===== src/rtl/afc_pkg.sv =====
// Purpose: Shared constants, register map and configuration and status types of the AFC, rate and modulation control
// Assumes: 7-bit register addresses with 8-bit data, one 200 MHz clock
// Notes:   Correction and offset words count in steps of 156.25 Hz times (band_high + 1)
package afc_pkg;

  localparam int MCLK_HZ     = 200_000_000;
  localparam int REF_TICK_HZ = 1_000_000;
  localparam int REF_DIV     = MCLK_HZ / REF_TICK_HZ;

  localparam logic [6:0] ADDR_LIMIT   = 7'h2A;
  localparam logic [6:0] ADDR_CORR    = 7'h2B;
  localparam logic [6:0] ADDR_RATE_HI = 7'h6E;
  localparam logic [6:0] ADDR_RATE_LO = 7'h6F;
  localparam logic [6:0] ADDR_MOD2    = 7'h71;
  localparam logic [6:0] ADDR_DEV     = 7'h72;
  localparam logic [6:0] ADDR_OFS_LO  = 7'h73;
  localparam logic [6:0] ADDR_OFS_HI  = 7'h74;

  localparam logic [7:0] RST_LIMIT   = 8'h00;
  localparam logic [7:0] RST_RATE_HI = 8'h0A;
  localparam logic [7:0] RST_RATE_LO = 8'h3D;
  localparam logic [7:0] RST_MOD2    = 8'h00;
  localparam logic [7:0] RST_DEV     = 8'h20;
  localparam logic [7:0] RST_OFS     = 8'h00;

  // Rate word divisor is 2^(RATE_BASE_SHIFT + RATE_SCALE_SHIFT * scale)
  localparam int RATE_BASE_SHIFT  = 16;
  localparam int RATE_SCALE_SHIFT = 5;

  // Bit periods of one measurement, and settle bit periods per wait step
  localparam logic [3:0] MEAS_BITS       = 4'h2;
  localparam logic [3:0] SETTLE_PER_WAIT = 4'h2;
  // Limiter step of 625 Hz is four correction steps of 156.25 Hz
  localparam int LIMIT_STEP_SHIFT = 2;
  localparam logic signed [11:0] CORR_MAX = 12'sh1FF;
  localparam logic signed [11:0] CORR_MIN = -12'sh200;

  localparam logic [8:0] PN9_SEED = 9'h1FF;

  typedef enum logic [1:0] {MOD_CARRIER, MOD_OOK, MOD_FSK, MOD_GFSK} afc_modtyp_t;
  typedef enum logic [1:0] {SRC_GPIO, SRC_SDI, SRC_FIFO, SRC_PN9} afc_src_t;

  typedef struct packed {
    logic [1:0]  trclk;
    afc_src_t    dtmod;
    logic        eninv;
    logic        dev_msb;
    afc_modtyp_t modtyp;
  } afc_mod_cfg_t;

  typedef struct packed {
    logic       rx_active;
    logic       tx_active;
    logic       preamble_det;
    logic       packet_end;
    logic       multi_packet;
    logic       rx_bit_tick;
  } afc_radio_t;

endpackage


===== src/rtl/afc_rate_gen.sv =====
// Purpose: Transmit bit-rate generator from a 1 MHz reference tick and a 16-bit rate word
// Assumes: Rate below the 1 MHz reference, so at most one carry per reference tick
// Notes:   Phase accumulator; carry position moves by five bits with the low-rate scale
`timescale 1ns/1ps
module afc_rate_gen #(
  parameter int RATE_W = 16
) (
  input  wire logic              mclk,
  input  wire logic              rst_b,
  input  wire logic              run,
  input  wire logic [RATE_W-1:0] rate_word,
  input  wire logic              low_scale,
  output logic                   bit_tick
);
  import afc_pkg::*;

  localparam int ACC_W  = RATE_BASE_SHIFT + RATE_SCALE_SHIFT + 1;
  localparam int CARRY0 = RATE_BASE_SHIFT;
  localparam int CARRY1 = RATE_BASE_SHIFT + RATE_SCALE_SHIFT;

  logic [7:0]       ref_cnt;
  logic             ref_tick;
  logic [ACC_W-1:0] acc;
  logic [ACC_W-1:0] sum;
  logic             carry;

  assign ref_tick = (ref_cnt == 8'(REF_DIV - 1));
  assign sum      = acc + ACC_W'(rate_word);
  assign carry    = low_scale ? sum[CARRY1] : sum[CARRY0];

  always_ff @(posedge mclk) begin
    if (!rst_b || ref_tick) begin
      ref_cnt <= 8'h00;
    end else begin
      ref_cnt <= ref_cnt + 8'h01;
    end
  end

  // Accumulator idles outside transmit so the first bit starts from phase zero
  always_ff @(posedge mclk) begin
    if (!rst_b || !run) begin
      acc <= '0;
    end else if (ref_tick) begin
      acc <= low_scale ? ACC_W'(sum[CARRY1-1:0]) : ACC_W'(sum[CARRY0-1:0]);
    end
  end

  always_ff @(posedge mclk) begin
    if (!rst_b) begin
      bit_tick <= 1'b0;
    end else begin
      bit_tick <= run && ref_tick && carry;
    end
  end

  chk_tick_on_ref: assert property (@(posedge mclk) disable iff (!rst_b)
    bit_tick |-> $past(ref_tick) && $past(run)) else $error("rate tick without reference tick");
  chk_no_tick_idle: assert property (@(posedge mclk) disable iff (!rst_b)
    !run ##1 !run |-> !bit_tick) else $error("rate tick outside transmit");

endmodule


===== src/rtl/afc_rate_modulation_ctrl.sv =====
// Purpose: AFC loop, transmit rate generation and modulation selection with its register file
// Assumes: Modem supplies a signed error sample per receive bit tick; inputs synchronous to mclk
// Notes:   Registers sit at their printed addresses on a simple read/write strobe port
`timescale 1ns/1ps
// Functional notes
// - After preamble detection, correction is frozen until the packet ends.
// - In multi-packet receive, correction clears at each packet end and reacquires.
// - Pull-in range is limiter times (band+1) times 625 Hz.
// - Limiter value is unsigned.
// - Gear 000 applies full error; each increment halves the applied fraction.
// - Each cycle measures two bit periods, corrects, then settles.
// - Wait field sets cycle length; 001 gives four bit periods.
// - Wait field zero means no correction output.
// - Correction readable at 2Bh, step 156.25 Hz times (band+1).
// - AFC correction drives synthesizer only in receive with loop enabled.
// - Transmit rate programmable from 0.123 to 256 kbps.
// - Bit rate is rate word times 1 MHz over 2^(16+5*scale).
// - Rate word used only for transmit timing.
// - Modulation select: carrier, OOK, FSK, GFSK needing data clock in direct mode.
// - Data source select: GPIO, SDI while chip select high, buffer, PN9.
// - Band bit selects low or high band and scales frequency steps.
// - With AFC off, signed 10-bit manual offset drives synthesizer.
module afc_rate_modulation_ctrl (
  input  wire logic                 mclk,
  input  wire logic                 rst_b,
  input  wire logic [6:0]           reg_addr,
  input  wire logic                 reg_wr_en,
  input  wire logic                 reg_rd_en,
  input  wire logic [7:0]           reg_wdata,
  output logic [7:0]                reg_rdata,
  input  wire afc_pkg::afc_radio_t  radio,
  input  wire logic signed [9:0]    freq_err,
  input  wire logic                 afc_enable,
  input  wire logic [2:0]           gear,
  input  wire logic [2:0]           cycle_wait,
  input  wire logic                 band_high,
  input  wire logic                 rate_scale,
  input  wire logic                 gpio_data,
  input  wire logic                 sdi_data,
  input  wire logic                 chip_select_n,
  input  wire logic                 fifo_bit,
  output logic                      fifo_bit_req,
  output logic [9:0]                synth_offset,
  output logic                      synth_step_double,
  output logic                      afc_frozen,
  output afc_pkg::afc_modtyp_t      mod_type,
  output logic [8:0]                deviation_word,
  output logic                      tx_data_clk_needed,
  output logic                      tx_bit,
  output logic                      tx_bit_tick
);
  import afc_pkg::*;

  typedef enum logic [1:0] {AFC_IDLE, AFC_MEAS, AFC_SETTLE, AFC_HOLD} afc_state_t;

  // Clamp to the pull-in range first, then to the shared 10-bit word
  function automatic logic signed [9:0] afc_apply(input logic signed [9:0]  corr,
                                                  input logic signed [10:0] err_sum,
                                                  input logic [2:0]         gr,
                                                  input logic [7:0]         lim);
    logic signed [11:0] step;
    logic signed [11:0] total;
    logic signed [11:0] bound;
    step  = $signed({err_sum[10], err_sum}) >>> (4'(gr) + 4'h1);
    total = $signed({{2{corr[9]}}, corr}) + step;
    bound = $signed(12'(lim) <<< LIMIT_STEP_SHIFT);
    if (total > bound) total = bound;
    if (total < -bound) total = -bound;
    if (total > CORR_MAX) total = CORR_MAX;
    if (total < CORR_MIN) total = CORR_MIN;
    return total[9:0];
  endfunction

  logic [7:0]        pull_in_limit;
  logic [7:0]        rate_hi;
  logic [7:0]        rate_lo;
  afc_mod_cfg_t      mod_cfg;
  logic [7:0]        dev_lo;
  logic [9:0]        manual_offset_word;
  afc_state_t        state;
  logic signed [9:0] afc_corr;
  logic signed [10:0] err_acc;
  logic [3:0]        bit_cnt;
  logic [3:0]        settle_len;
  logic              en_latched;
  logic              rx_prev;
  logic              rx_entry;
  logic              apply_now;
  logic              mp_clear;
  logic [8:0]        pn9;
  logic              rate_tick;
  logic              next_bit;
  logic              afc_drive;
  logic [3:0]        bits_since;
  logic              seen_apply;

  assign rx_entry   = radio.rx_active && !rx_prev;
  assign settle_len = SETTLE_PER_WAIT * 4'(cycle_wait);
  assign apply_now  = (state == AFC_MEAS) && radio.rx_bit_tick && (bit_cnt == MEAS_BITS - 4'h1)
                      && !radio.preamble_det && !radio.packet_end;
  assign mp_clear   = radio.rx_active && radio.multi_packet && radio.packet_end;
  assign afc_drive  = radio.rx_active && en_latched;

  // Register write side
  always_ff @(posedge mclk) begin
    if (!rst_b) begin
      pull_in_limit      <= RST_LIMIT;
      rate_hi            <= RST_RATE_HI;
      rate_lo            <= RST_RATE_LO;
      mod_cfg            <= afc_mod_cfg_t'(RST_MOD2);
      dev_lo             <= RST_DEV;
      manual_offset_word <= {2'(RST_OFS), RST_OFS};
    end else if (reg_wr_en) begin
      case (reg_addr)
        ADDR_LIMIT:   pull_in_limit <= reg_wdata;
        ADDR_RATE_HI: rate_hi <= reg_wdata;
        ADDR_RATE_LO: rate_lo <= reg_wdata;
        ADDR_MOD2:    mod_cfg <= afc_mod_cfg_t'(reg_wdata);
        ADDR_DEV:     dev_lo <= reg_wdata;
        ADDR_OFS_LO:  manual_offset_word[7:0] <= reg_wdata;
        ADDR_OFS_HI:  manual_offset_word[9:8] <= reg_wdata[1:0];
        default:      ;
      endcase
    end
  end

  // Read side; the correction register is read-only, unmapped addresses read zero
  always_ff @(posedge mclk) begin
    if (!rst_b) begin
      reg_rdata <= 8'h00;
    end else if (reg_rd_en) begin
      case (reg_addr)
        ADDR_LIMIT:   reg_rdata <= pull_in_limit;
        ADDR_CORR:    reg_rdata <= afc_corr[7:0];
        ADDR_RATE_HI: reg_rdata <= rate_hi;
        ADDR_RATE_LO: reg_rdata <= rate_lo;
        ADDR_MOD2:    reg_rdata <= mod_cfg;
        ADDR_DEV:     reg_rdata <= dev_lo;
        ADDR_OFS_LO:  reg_rdata <= manual_offset_word[7:0];
        ADDR_OFS_HI:  reg_rdata <= {6'h00, manual_offset_word[9:8]};
        default:      reg_rdata <= 8'h00;
      endcase
    end
  end

  // Enable only counts from receive entry, so a change mid-packet cannot retune the synthesizer
  always_ff @(posedge mclk) begin
    if (!rst_b) begin
      rx_prev    <= 1'b0;
      en_latched <= 1'b0;
    end else begin
      rx_prev <= radio.rx_active;
      if (rx_entry) begin
        en_latched <= afc_enable;
      end
    end
  end

  // Loop sequencing: measure, correct, settle, repeat until preamble
  always_ff @(posedge mclk) begin
    if (!rst_b) begin
      state   <= AFC_IDLE;
      bit_cnt <= 4'h0;
      err_acc <= '0;
    end else if (!radio.rx_active || (rx_entry && !afc_enable) || (!rx_entry && !en_latched)) begin
      state   <= AFC_IDLE;
      bit_cnt <= 4'h0;
      err_acc <= '0;
    end else if (rx_entry || mp_clear) begin
      state   <= AFC_MEAS;
      bit_cnt <= 4'h0;
      err_acc <= '0;
    end else if (radio.preamble_det) begin
      state <= AFC_HOLD;
    end else begin
      case (state)
        AFC_MEAS: begin
          if (radio.rx_bit_tick) begin
            if (apply_now) begin
              state   <= (settle_len == 4'h0) ? AFC_MEAS : AFC_SETTLE;
              bit_cnt <= 4'h0;
              err_acc <= '0;
            end else begin
              bit_cnt <= bit_cnt + 4'h1;
              err_acc <= err_acc + 11'(freq_err);
            end
          end
        end
        AFC_SETTLE: begin
          if (radio.rx_bit_tick) begin
            if (bit_cnt >= settle_len - 4'h1) begin
              state   <= AFC_MEAS;
              bit_cnt <= 4'h0;
            end else begin
              bit_cnt <= bit_cnt + 4'h1;
            end
          end
        end
        AFC_HOLD: begin
          if (radio.packet_end) begin
            state   <= AFC_MEAS;
            bit_cnt <= 4'h0;
          end
        end
        AFC_IDLE: state <= AFC_IDLE;
        default:  state <= AFC_IDLE;
      endcase
    end
  end

  // Correction word; a packet-end clear wins over a pending correction
  always_ff @(posedge mclk) begin
    if (!rst_b || rx_entry || mp_clear) begin
      afc_corr <= '0;
    end else if (apply_now && cycle_wait != 3'h0) begin
      afc_corr <= afc_apply(afc_corr, err_acc + 11'(freq_err), gear, pull_in_limit);
    end
  end

  always_ff @(posedge mclk) begin
    if (!rst_b) begin
      afc_frozen <= 1'b0;
    end else if (radio.rx_active && radio.preamble_det) begin
      afc_frozen <= 1'b1;
    end else if (radio.packet_end || !radio.rx_active) begin
      afc_frozen <= 1'b0;
    end
  end

  // Automatic and manual offsets share one synthesizer word
  always_ff @(posedge mclk) begin
    if (!rst_b) begin
      synth_offset      <= 10'h000;
      synth_step_double <= 1'b0;
    end else begin
      synth_offset      <= afc_drive ? afc_corr : manual_offset_word;
      synth_step_double <= band_high;
    end
  end

  afc_rate_gen #(
    .RATE_W    (16)
  ) u_rate (
    .mclk      (mclk),
    .rst_b     (rst_b),
    .run       (radio.tx_active),
    .rate_word ({rate_hi, rate_lo}),
    .low_scale (rate_scale),
    .bit_tick  (rate_tick)
  );

  // Source selection; SDI only carries data while the serial port is deselected
  always_comb begin
    case (mod_cfg.dtmod)
      SRC_GPIO: next_bit = gpio_data;
      SRC_SDI:  next_bit = chip_select_n ? sdi_data : tx_bit ^ mod_cfg.eninv;
      SRC_FIFO: next_bit = fifo_bit;
      SRC_PN9:  next_bit = pn9[0];
      default:  next_bit = 1'b0;
    endcase
  end

  assign fifo_bit_req = rate_tick && (mod_cfg.dtmod == SRC_FIFO);

  always_ff @(posedge mclk) begin
    if (!rst_b || !radio.tx_active) begin
      pn9 <= PN9_SEED;
    end else if (rate_tick && mod_cfg.dtmod == SRC_PN9) begin
      pn9 <= {pn9[0] ^ pn9[5], pn9[8:1]};
    end
  end

  always_ff @(posedge mclk) begin
    if (!rst_b) begin
      tx_bit      <= 1'b0;
      tx_bit_tick <= 1'b0;
    end else begin
      tx_bit_tick <= rate_tick;
      if (rate_tick) begin
        tx_bit <= next_bit ^ mod_cfg.eninv;
      end
    end
  end

  always_ff @(posedge mclk) begin
    if (!rst_b) begin
      mod_type           <= MOD_CARRIER;
      deviation_word     <= 9'h000;
      tx_data_clk_needed <= 1'b0;
    end else begin
      mod_type           <= mod_cfg.modtyp;
      deviation_word     <= {mod_cfg.dev_msb, dev_lo};
      tx_data_clk_needed <= (mod_cfg.modtyp == MOD_GFSK) && !mod_cfg.dtmod[1];
    end
  end

  // Bit periods since the last correction, for checking cycle length
  always_ff @(posedge mclk) begin
    if (!rst_b || rx_entry || radio.packet_end || !radio.rx_active) begin
      bits_since <= 4'h0;
      seen_apply <= 1'b0;
    end else if (apply_now) begin
      bits_since <= 4'h1;
      seen_apply <= 1'b1;
    end else if (radio.rx_bit_tick && bits_since != 4'hF) begin
      bits_since <= bits_since + 4'h1;
    end
  end

  chk_hold_after_pre: assert property (@(posedge mclk) disable iff (!rst_b)
    afc_frozen && !radio.packet_end && radio.rx_active && !rx_entry |=> $stable(afc_corr))
    else $error("correction moved after preamble");
  chk_mp_clear: assert property (@(posedge mclk) disable iff (!rst_b)
    mp_clear |=> afc_corr == 10'sh000) else $error("correction not cleared at packet end");
  chk_pull_in_range: assert property (@(posedge mclk) disable iff (!rst_b)
    apply_now && cycle_wait != 3'h0 ##1 $stable(pull_in_limit)
    |-> $signed({{2{afc_corr[9]}}, afc_corr}) <= $signed(12'(pull_in_limit) <<< LIMIT_STEP_SHIFT)
        && $signed({{2{afc_corr[9]}}, afc_corr}) >= -$signed(12'(pull_in_limit) <<< LIMIT_STEP_SHIFT))
    else $error("correction outside pull-in range");
  chk_cycle_length: assert property (@(posedge mclk) disable iff (!rst_b)
    apply_now && seen_apply && !radio.preamble_det && $stable(cycle_wait)
    |-> bits_since == MEAS_BITS + settle_len) else $error("correction cycle length wrong");
  chk_wait_zero: assert property (@(posedge mclk) disable iff (!rst_b)
    cycle_wait == 3'h0 && !rx_entry && !mp_clear |=> $stable(afc_corr))
    else $error("correction changed with wait zero");
  chk_corr_read: assert property (@(posedge mclk) disable iff (!rst_b)
    reg_rd_en && reg_addr == ADDR_CORR |=> reg_rdata == $past(afc_corr[7:0]))
    else $error("correction read mismatch");
  chk_manual_path: assert property (@(posedge mclk) disable iff (!rst_b)
    !afc_drive |=> synth_offset == $past(manual_offset_word)) else $error("manual offset not applied");
  chk_auto_path: assert property (@(posedge mclk) disable iff (!rst_b)
    afc_drive |=> synth_offset == $past(afc_corr)) else $error("automatic correction not applied");
  chk_enable_latch: assert property (@(posedge mclk) disable iff (!rst_b)
    radio.rx_active && !rx_entry |=> $stable(en_latched)) else $error("enable changed inside receive");
  chk_pn9_source: assert property (@(posedge mclk) disable iff (!rst_b)
    rate_tick && mod_cfg.dtmod == SRC_PN9 |=> tx_bit == ($past(pn9[0]) ^ $past(mod_cfg.eninv)))
    else $error("pn9 bit not sent");
  chk_gfsk_clock: assert property (@(posedge mclk) disable iff (!rst_b)
    mod_cfg.modtyp == MOD_GFSK && mod_cfg.dtmod == SRC_GPIO |=> tx_data_clk_needed)
    else $error("gfsk direct without data clock");

  cov_apply: cover property (@(posedge mclk) disable iff (!rst_b) apply_now ##[1:200] apply_now);
  cov_freeze: cover property (@(posedge mclk) disable iff (!rst_b) apply_now ##[1:200] afc_frozen);
  cov_mp_restart: cover property (@(posedge mclk) disable iff (!rst_b) mp_clear ##[1:200] apply_now);
  cov_tx_bits: cover property (@(posedge mclk) disable iff (!rst_b) tx_bit_tick ##[1:1000] tx_bit_tick);

endmodule


===== config.mk =====
export PLATFORM = sky130hd
export DESIGN_NAME = afc_rate_modulation_ctrl
export DESIGN_NICKNAME = d
export VERILOG_FILES = /design/src/rtl/afc_pkg.sv /design/src/rtl/afc_rate_gen.sv /design/src/rtl/afc_rate_modulation_ctrl.sv
export SDC_FILE = /design/constraint.sdc
export NUM_CORES = 1
export LEC_CHECK = 0
export BUFFER_PORTS_ARGS = -buffer_cell sky130_fd_sc_hd__buf_2
export CORE_MARGIN = 2
export CORE_UTILIZATION = 59
export CTS_CLUSTER_SIZE = 25
export DETAILED_ROUTE_END_ITERATION = 16
export GPL_TIMING_DRIVEN = 0
export PLACE_DENSITY = 0.9
export SYNTH_ARGS = -nofsm -noshare
export SYNTH_HDL_FRONTEND = slang
export SYNTH_SLANG_ARGS = --single-unit

===== constraint.sdc =====
create_clock -name mclk -period 17 [get_ports mclk]
set_input_delay 4.25 -clock mclk [delete_from_list [all_inputs] [get_ports mclk]]
set_output_delay 4.25 -clock mclk [all_outputs]
set_load 0.05 [all_outputs]

# ---- Yosys cells after proc, flatten, opt, wreduce, memory -nomap -nowiden
# Index checks and enable logic that the tools add are counted.
dict set report totals {
  regBits 153
  latch_bits 0
  ram_bits 0
  mem_bits_ro 0
  in_bits 48
  elab_cells 168
  memories 0
}
dict set report classes {
  addsub 8
  mul 0
  div 0
  order_cmp 5
  n_eq_ne 30
  shift 1
  muxes 34
  bitwise_logic 5
  n_reduce_logical 54
}
# op count
set op_table {}
lappend op_table {{$mux 12} 9}
lappend op_table {{$pmux 8 s8} 1}
lappend op_table {{$eq 7x7->1 const B} 6}
lappend op_table {{$add 22x16->22} 1}
lappend op_table {{$mux 21} 1}
lappend op_table {{$mux 10} 2}
lappend op_table {{$mux 4} 5}
lappend op_table {{$logic_and 1x1->1} 17}
lappend op_table {{$ne 3x3->1 const B} 5}
lappend op_table {{$reduce_and 5->1} 3}
lappend op_table {{$eq 7x6->1 const B} 2}
lappend op_table {{$mux 2} 7}
lappend op_table {{$reduce_and 2->1} 7}
lappend op_table {{$add 10x12->12} 1}
lappend op_table {{$gt 12x10->1 const B} 1}
lappend op_table {{$gt 12x11->1} 1}
lappend op_table {{$lt 12x10->1 const B} 1}
lappend op_table {{$lt 12x12->1} 1}
lappend op_table {{$ne 4x4->1 const B} 3}
lappend op_table {{$neg 10->12} 1}
lappend op_table {{$pmux 4 s3} 1}
lappend op_table {{$sshr 11x4->12} 1}
lappend op_table {{$add 11x10->11} 1}
lappend op_table {{$mux 11} 1}
lappend op_table {{other kinds (25)} 58}

# ---- Longest topological paths before layout
# Gate-level depths: netlist (run 1).
dict set report logic_depth {
  ltp_word 18
  ltp_mapped 43
  ltp_nobuf 42
}

# ---- Modules after synthesis
# Synthesis (run 1) repeated with hierarchy kept, for this count alone.
dict set report unflattened {
  hier_cells 1117
  hier_area_um2 9415.3
}
# mod instances cells_each area_per_inst_um2
set by_module_without_submodules {}
lappend by_module_without_submodules {afc_rate_modulation_ctrl 1 876 7442.1}
lappend by_module_without_submodules {afc_rate_gen 1 241 1973.1}

# ---- Worst setup path before layout (run 1)
# No wires, ideal clock.
dict set report synth_timing {
  path_type {in2reg}
  startpoint {input port freq_err[0]}
  endpoint {register afc_corr[2]}
  arrival_ps 11745
  setup_slack_ps 5137
  stages 40
  n_path_buf 2
  cell_sequence {ha_1 > fa_1 > a21o_1 > a21oi_1 > o21bai_1 > a21oi_1 > o21bai_1 > a21o_1 > and4_1 > nor3_1 > o22ai_1 > a211oi_1 > ha_1 > inv_1 > fa_1 > nand2b_1 > a21oi_1 > or3_1 > (+4 left out) > nor4_1 > o211a_1 > nor3_1 > o21ai_2 > clkbuf_1 > o21ai_0 > ha_1 > o211ai_1 > a21oi_1 > nor2_1 > o211ai_1 > o311ai_4 > a32oi_4 > or2_1 > buf_2 > mux2_1 > nor2_1 > o21ai_1}
}
dict set report synth_between {
  elab_chain_cells 17
}
# item line_no
set synth_rtl {}
lappend synth_rtl {{start: declaration} afc_rate_modulation_ctrl.sv:32} ;# input wire logic signed [9:0] freq_err,
lappend synth_rtl {{$add 11x10->11 *} afc_rate_modulation_ctrl.sv:216} ;# afc_corr <= afc_apply(afc_corr, err_acc + 11'(freq_err), gear, pull_in_limit);
lappend synth_rtl {{$sshr 11x4->12 *} afc_rate_modulation_ctrl.sv:64} ;# step = $signed({err_sum[10], err_sum}) >>> (4'(gr) + 4'h1);
lappend synth_rtl {{$add 10x12->12 *} afc_rate_modulation_ctrl.sv:65} ;# total = $signed({{2{corr[9]}}, corr}) + step;
lappend synth_rtl {{$gt 12x11->1} afc_rate_modulation_ctrl.sv:67} ;# if (total > bound) total = bound;
lappend synth_rtl {{$mux 12 *} afc_rate_modulation_ctrl.sv:67}
lappend synth_rtl {{$mux 12 *} afc_rate_modulation_ctrl.sv:215} ;# end else if (apply_now && cycle_wait != 3'h0) begin
lappend synth_rtl {{$mux 12 *} afc_rate_modulation_ctrl.sv:213} ;# if (!rst_b || rx_entry || mp_clear) begin
lappend synth_rtl {{$lt 12x12->1} afc_rate_modulation_ctrl.sv:68} ;# if (total < -bound) total = -bound;
lappend synth_rtl {{$mux 12 *} afc_rate_modulation_ctrl.sv:68}
lappend synth_rtl {{$mux 12 *} afc_rate_modulation_ctrl.sv:215}
lappend synth_rtl {{$mux 12 *} afc_rate_modulation_ctrl.sv:213}
lappend synth_rtl {{$gt 12x10->1} afc_rate_modulation_ctrl.sv:69} ;# if (total > CORR_MAX) total = CORR_MAX;
lappend synth_rtl {{$mux 12 *} afc_rate_modulation_ctrl.sv:69}
lappend synth_rtl {{$mux 12 *} afc_rate_modulation_ctrl.sv:215}
lappend synth_rtl {{$mux 12 *} afc_rate_modulation_ctrl.sv:213}
lappend synth_rtl {{$lt 12x10->1} afc_rate_modulation_ctrl.sv:70} ;# if (total < CORR_MIN) total = CORR_MIN;
lappend synth_rtl {{$mux 10 *} afc_rate_modulation_ctrl.sv:70}
lappend synth_rtl {{end signal: assignment} afc_rate_modulation_ctrl.sv:216}
lappend synth_rtl {{end: declaration} afc_rate_modulation_ctrl.sv:81} ;# logic signed [9:0] afc_corr;
# Mark *: on every way between the ends. The rest lies on a longest branch, timed or not. The select of a mux whose other input is x is not followed.
# A chain may end at the register's enable or synchronous reset.

# ---- Worst setup path after layout (run 1)
dict set report layout_timing {
  startpoint {input port freq_err[1]}
  endpoint {register afc_corr[2]}
}
# Same word-level chain as after synthesis.

==> results of run 1 <==
## how the worst max path moves through the flow
stage,from,to,slack (ns),cells after the start
floorplan,freq_err[0],afc_corr[2],5.14,40
global placement,freq_err[1],afc_corr[3],3.93,41
detailed placement,freq_err[1],afc_corr[2],3.85,41
CTS,freq_err[1],afc_corr[2],4.18,41
global route,freq_err[1],afc_corr[2],3.20,41
finish,freq_err[1],afc_corr[2],3.95,41
## routing by layer
| layer | vias up | GRT usage, % |
|---|---|---|
| met2 | 353 | 49.7 |
| met4 | 0 | 11.7 |
| met5 | - | 0 |
| met1 | 3985 | 37.0 |
| li1 | 4082 | - |
| met3 | 68 | 7.30 |
## cells in the final DEF (no fill, tap or decap), types with 5 or more instances in the layout
cell	count
a221oi_1	8
nand3b_1	5
inv_1	49
buf_2	81
clkbuf_16	17
and2_1	29
nor3_1	13
clkbuf_1	34
dfxtp_1	152
nor4_1	6
nor2b_1	40
nand2_1	181
xnor2_1	33
a22oi_1	11
nand2b_1	7
a21o_1	12
o21ai_1	7
nor2_1	71
o21ai_0	40
clkinvlp_4	7
a21boi_0	25
ha_1	63
buf_1	6
mux2i_1	56
a211oi_1	7
o211ai_1	7
nand3_1	38
a21oi_1	58
xor2_1	19
o22ai_1	17
a31oi_1	9
and3_1	10
nand4_1	7
## worst min-delay path, delay by kind of cell, from the launching register on
kind	cells	cell delay, ns
AND/OR/NAND/NOR	1	0.05
AO/OA/AOI/OAI	1	0.05
flip-flops	1	0.31
## sequential cells by signal, indices dropped and copies added, names as in the netlist, 9 cells and up
register,flops
deviation_word,9
err_acc,11
synth_offset,10
pn9,9
manual_offset_word,10
u_rate.acc,21
afc_corr,10
## power breakdown
part | internal (mW) | switching (mW)
Sequential | 0.358 | 0.00144
Combinational | 0.0551 | 0.0868
Clock | 0.220 | 0.160
Total | 0.633 | 0.248
## stage by stage
step                cells  power, mW  setup slack, ns
CTS                  1402      0.878             4.18
detailed placement   1371      0.504             3.85
finish               1402      0.881             3.95
floorplan            1103      0.470             5.14
global route         1402      0.912             3.20
global placement     1371      0.501             3.93
## layout make-up
class	instances	area share (%)
Clock inverter	13	1.42
Timing Repair Buffer	80	3.87
Inverter	50	1.82
Multi-Input combinational cell	860	55.4
Sequential cell	152	29.4
Buffer	41	1.50
Tap cell	188	2.28
Clock buffer	18	4.25
## kinds of logic after synthesis
family	synth area share, %
DFF	33.4
muxes	7.26
buffers and inverters	3.76
AOI/OAI and AO/OA	18.2
xor gates and xnor gates	5.00
adders and majority gates	9.31
and+or+nand+nor	23.1
==> results.toml, run 1 <==
[status]
status = "complete, no violations"

[timing]
tightestPinTransition_ns = 1.31
min_period_ns = 13.05
rsz0062_at_grt = "no"
setup_viol = 0
skew_ns = 0.00832
period_share_pct = 76.8
hold_viol = 0
hold_ws_ns = 0.457
max_freq_mhz = 76.6
drv_slew = 0
setup_tns_ns = 0
relSlewSlack_pct = 11.8

[synthesis]
synth_top_area_share_pct = 33.4
synth_area_mm2 = 0.00911
synth.most_common_cell = "nand2_1"
ys_warn_count = 0
syn_nets = 1217
synthTopCellsByCount = "nand2_1 (181), dfxtp_1 (152), nor2_1 (71)"
avgSynthCellArea_um2 = 8.26
syn_inst = 1103
ys_seq_elements = 152
yosysSeqAreaShare_pct = 33.4
synth-edff-count = 0
synth-main-ff-cell = "dfxtp_1"
ys_async_sr_fraction_pct = 0
synthTopCellsByArea = "dfxtp_1 (33%), ha_1 (8.6%), nand2_1 (7.5%), mux2i_1 (6.1%), a21oi_1 (3.2%)"
synth_area_leader_cell = "dfxtp_1"
yosys.cell_types.count = 79

[hold_path]
hp-class = "reg2reg"
hold_depth = 2
worstHoldStart = "u_rate.acc[3]"
hold_end = "u_rate.acc[3]"

[die]
dieWidth_um = 128
ios = 83
core_area_mm2 = 0.0151
die_h_um = 128
die-area_mm2 = 0.0165
initial_core_util_pct = 60.2
row_count = 45

[clock_network]
htree_num_levels = 4
cts_buffers = 17
path_clk_slew_ns = 0.06
post_cts_buffers = 0
cts.sinks = 152
cts_tree = "built"
hold_buffers = 0
cts_root_buffer = "clkbuf_16"
cts_max_path_buffers = 2
clk-insertion-delay-late_ns = 0.43
cts_resized = 0

[global_route]
antenna_found_initial = 0
grt-ovfl-total = 0
grt_pass1_vias = 8058
grt_pass1_wl_um = 39000
grt_usage_pct = 29.8
grt_max_degree = 17

[finish]
utilization_pct = 68.2
multi_input_area_mm2 = 0.00573
drive_gt1_share_pct = 11.3
seq_area_mm2 = 0.00304
area_growth_pct = 13.4
final.fill_count = 1179
n_antenna_cell = 0
nets = 1316
design_area_mm2 = 0.0103

[critical_path]
rr_startpoint = "err_acc[1]"
critical_path_required_ns = 17.32
crit_slowest_cell = "o311ai_0"
cp_max_fo = 10
critPathKind = "in2reg"
r2r_end = "afc_corr[2]"
worstPathArrival_ns = 13.37
crit_family = "compound AO/OA/AOI/OAI gates"
slowest_delay_ns = 1.10
rrSetupSlack_ns = 7.54
crit_top_cell = "a21oi_1"
cp-end-kind = "flip-flop"
ff2ff_path_depth = 40
worst_setup_path_start_kind = "input pin"
crit_buf_inv = 5

[routing]
drtIter0Drc = 834
top_layer = "met4"
drc = 0
wirelength_um = 24100
dr_wl_met3_um = 1910
dr_wl_met2_um = 11500
via_per_inst = 6.05
ant_nets = 0
avgRoutedWirePerCell_um = 17.2
met1_length_um = 9890
route.vias.total = 8488
drt-pass1-iter-count = 5

[power]
leakage_nw = 4.31
ir_drop_uv = 79.0
powerDensity_mw_per_mm2 = 85.2

[place]
gp_congestion = 0.967
dpl_cell_area_mm2 = 0.00975
hpwlAfterDp_um = 17600
port_buffers = 80

[job]
drv_cap = 0
Note: power is estimated with default switching activity, not from simulation.
==> run 2: changes to the inputs <==
--- a/config.mk
+++ b/config.mk
@@ -5,6 +5,7 @@
 export SDC_FILE = /design/constraint.sdc
 export NUM_CORES = 1
 export LEC_CHECK = 0
+export ABC_AREA = 1
 export BUFFER_PORTS_ARGS = -buffer_cell sky130_fd_sc_hd__buf_2
 export CORE_MARGIN = 2
 export CORE_UTILIZATION = 59
==> constraint.sdc (replaced) <==
create_clock -name mclk -period 13.3 [get_ports mclk]
set_input_delay 3.325 -clock mclk [delete_from_list [all_inputs] [get_ports mclk]]
set_output_delay 3.325 -clock mclk [all_outputs]
set_load 0.05 [all_outputs]
==> run 2 against run 1 <==
  * Clock power grew 32%
  * Critical path depth up 14
  * Die area decreased by 0.96%
  * Global-route usage shrank 0.59 points
  * Routed wire length shrank 2.5%
  * Count of clock-buffer cells in the layout decreased by 1
  * Sequential share of layout area is 0.15 points higher
  * Flip-flop and latch count stayed put
  * Synthesized cell count up 17%
  * Largest power group unchanged
  * Highest routed layer unchanged
==> results.toml, run 2 <==
[status]
status = "complete, no violations"

[synthesis]
synth-main-ff-cell = "dfxtp_1"
synthTopCellsByArea = "dfxtp_1 (34%), nand2_1 (12%), ha_1 (8.7%), inv_1 (7.2%), a21oi_1 (7.2%)"
synthTopCellsByCount = "nand2_1 (277), inv_1 (174), dfxtp_1 (152)"
ys_warn_count = 0
avgSynthCellArea_um2 = 6.99
syn_nets = 1406
yosysSeqAreaShare_pct = 33.7
synth-edff-count = 0
ys_async_sr_fraction_pct = 0
synth_area_leader_cell = "dfxtp_1"
synth.most_common_cell = "nand2_1"
yosys.cell_types.count = 51
synth_top_area_share_pct = 33.7
ys_seq_elements = 152
syn_inst = 1292
synth_area_mm2 = 0.00902

[finish]
largest_register_ffs = 21
reg_top3 = "u_rate.acc (21), err_acc (11)"
n_antenna_cell = 0
area_growth_pct = 13.9
largest-register = "u_rate.acc"
drive_gt1_share_pct = 11.4
final_common_cell = "nand2_1"
nets = 1506
final_cell_mix = "nand2_1 (277), inv_1 (174), dfxtp_1 (152), a21oi_1 (129), o21ai_0 (108)"
utilization_pct = 68.2

[die]
die_h_um = 128
initial_core_util_pct = 59.8
dieWidth_um = 128
core_area_mm2 = 0.0151
row_count = 45
die-area_mm2 = 0.0163
ios = 83

[power]
power_mw = 1.12
powerDensity_mw_per_mm2 = 109
ir_drop_uv = 99.1
leakage_nw = 4.76

[critical_path]
crit_buf_inv = 8
cp-end-kind = "flip-flop"
worstPathArrival_ns = 10.88
crit_slowest_cell = "fa_1"
critPathKind = "in2reg"
cp_max_fo = 10
slowest_delay_ns = 0.43
critical_path_required_ns = 13.66
crit_top_cell = "nand2_1"
worst_setup_path_start_kind = "input pin"
crit_family = "simple AND/OR/NAND/NOR gates"

[clock_network]
cts.sinks = 152
clk-insertion-delay-late_ns = 0.44
cts_max_path_buffers = 2
hold_buffers = 0
cts_root_buffer = "clkbuf_16"
post_cts_buffers = 0
htree_num_levels = 4
path_clk_slew_ns = 0.07
cts_buffers = 17
cts_resized = 0
cts_tree = "built"

[hold_path]
hp-class = "reg2reg"

[routing]
drtIter0Drc = 872
avgRoutedWirePerCell_um = 14.7
ant_nets = 0
wirelength_um = 23500
drc = 0
route.vias.total = 9038
drt-pass1-iter-count = 5
via_per_inst = 5.67

[global_route]
grt_pass1_wl_um = 38400
antenna_found_initial = 0
grt_pass1_vias = 8479
grt_max_degree = 19
grt-ovfl-total = 0
grt_usage_pct = 29.2

[timing]
rsz0062_at_grt = "no"
drv_slew = 0
setup_viol = 0
tightestPinTransition_ns = 0.936
period_share_pct = 79.1
worst_slack_ns = 2.78
hold_viol = 0
relSlewSlack_pct = 37.1
min_period_ns = 10.52
setup_tns_ns = 0
skew_ns = 0.00792
max_freq_mhz = 95.0

[place]
pre_cts_slack_ns = 2.48
hpwlAfterDp_um = 17300
port_buffers = 81
gp_congestion = 1.01

[job]
drv_cap = 0
==> run 2: cell count changes after synthesis, sizes merged, moves of 23 or more <==
cell    before  now
a21boi      25    2
nand2      181  293
nor2b       40    0
nor2        71  105
and2        30    0
mux2i       56    1
o21ai       51  125
nand3       39   70
a21oi       60  131
inv         49  179
==> run 2: metrics by stage <==
stage / cell area [um2] / std cells / hold slack [ns]
finish: 10300 / 1593 / 0.432
global route: 10300 / 1593 / 0.454
CTS: 10300 / 1593 / 0.430
detailed placement: 9670 / 1561 / 0.423
global placement: 9670 / 1561 / 0.414
floorplan: 9020 / 1292 / 0.407
==> run 2: final cells by class <==
cell class / count / area [um2]
buffer: 30 / 121
clock inverter: 15 / 193
multi-input combinational: 927 / 5170
inverter: 183 / 687
fill: 1191 / 4810
timing repair buffer: 81 / 405
tap: 188 / 235
sequential: 152 / 3040
clock buffer: 17 / 425
==> run 2: kinds of logic (layout without fill, tap and decap cells) <==
kind of cell,Yosys count,after routing,share of synthesized area [%]
AND/OR/NAND/NOR,508,508,24.7
AO/OA/AOI/OAI,312,312,19.1
buffers and inverters,213,326,8.96
flip-flops,152,152,33.7
adder cells (fa/ha/maj),66,66,9.40
XOR/XNOR,40,40,4.05
multiplexers,1,1,0.111
==> run 2: worst paths after layout <==
check	slack, ns	end	cells after the start	from
max	2.78	afc_corr[4]	55	freq_err[0]
min	0.43	deviation_word[2]	2	dev_lo[2]
max reg2reg	5.47	afc_corr[4]	54	err_acc[0]
min reg2reg	0.43	deviation_word[2]	2	dev_lo[2]
==> run 2: worst min-delay path: cells and delay by family (launching register included) <==
kind	cells	cell delay, ns
DFF	1	0.31
buffers and inverters	1	0.03
and+or+nand+nor	1	0.05
==> run 2: metal layers <==
metal	vias to the layer above	global-route usage [%]	part of all wire (%)
li1	4471	-	-
met1	4043	35.6	42
met2	427	48.3	46
met3	97	6.59	8.3
met4	0	15.1	4.4
met5	-	0	0
==> run 2: power by group <==
group / switching, mW / internal, mW
sequential: 0.00185 / 0.458
clock: 0.228 / 0.273
combinational: 0.106 / 0.0537
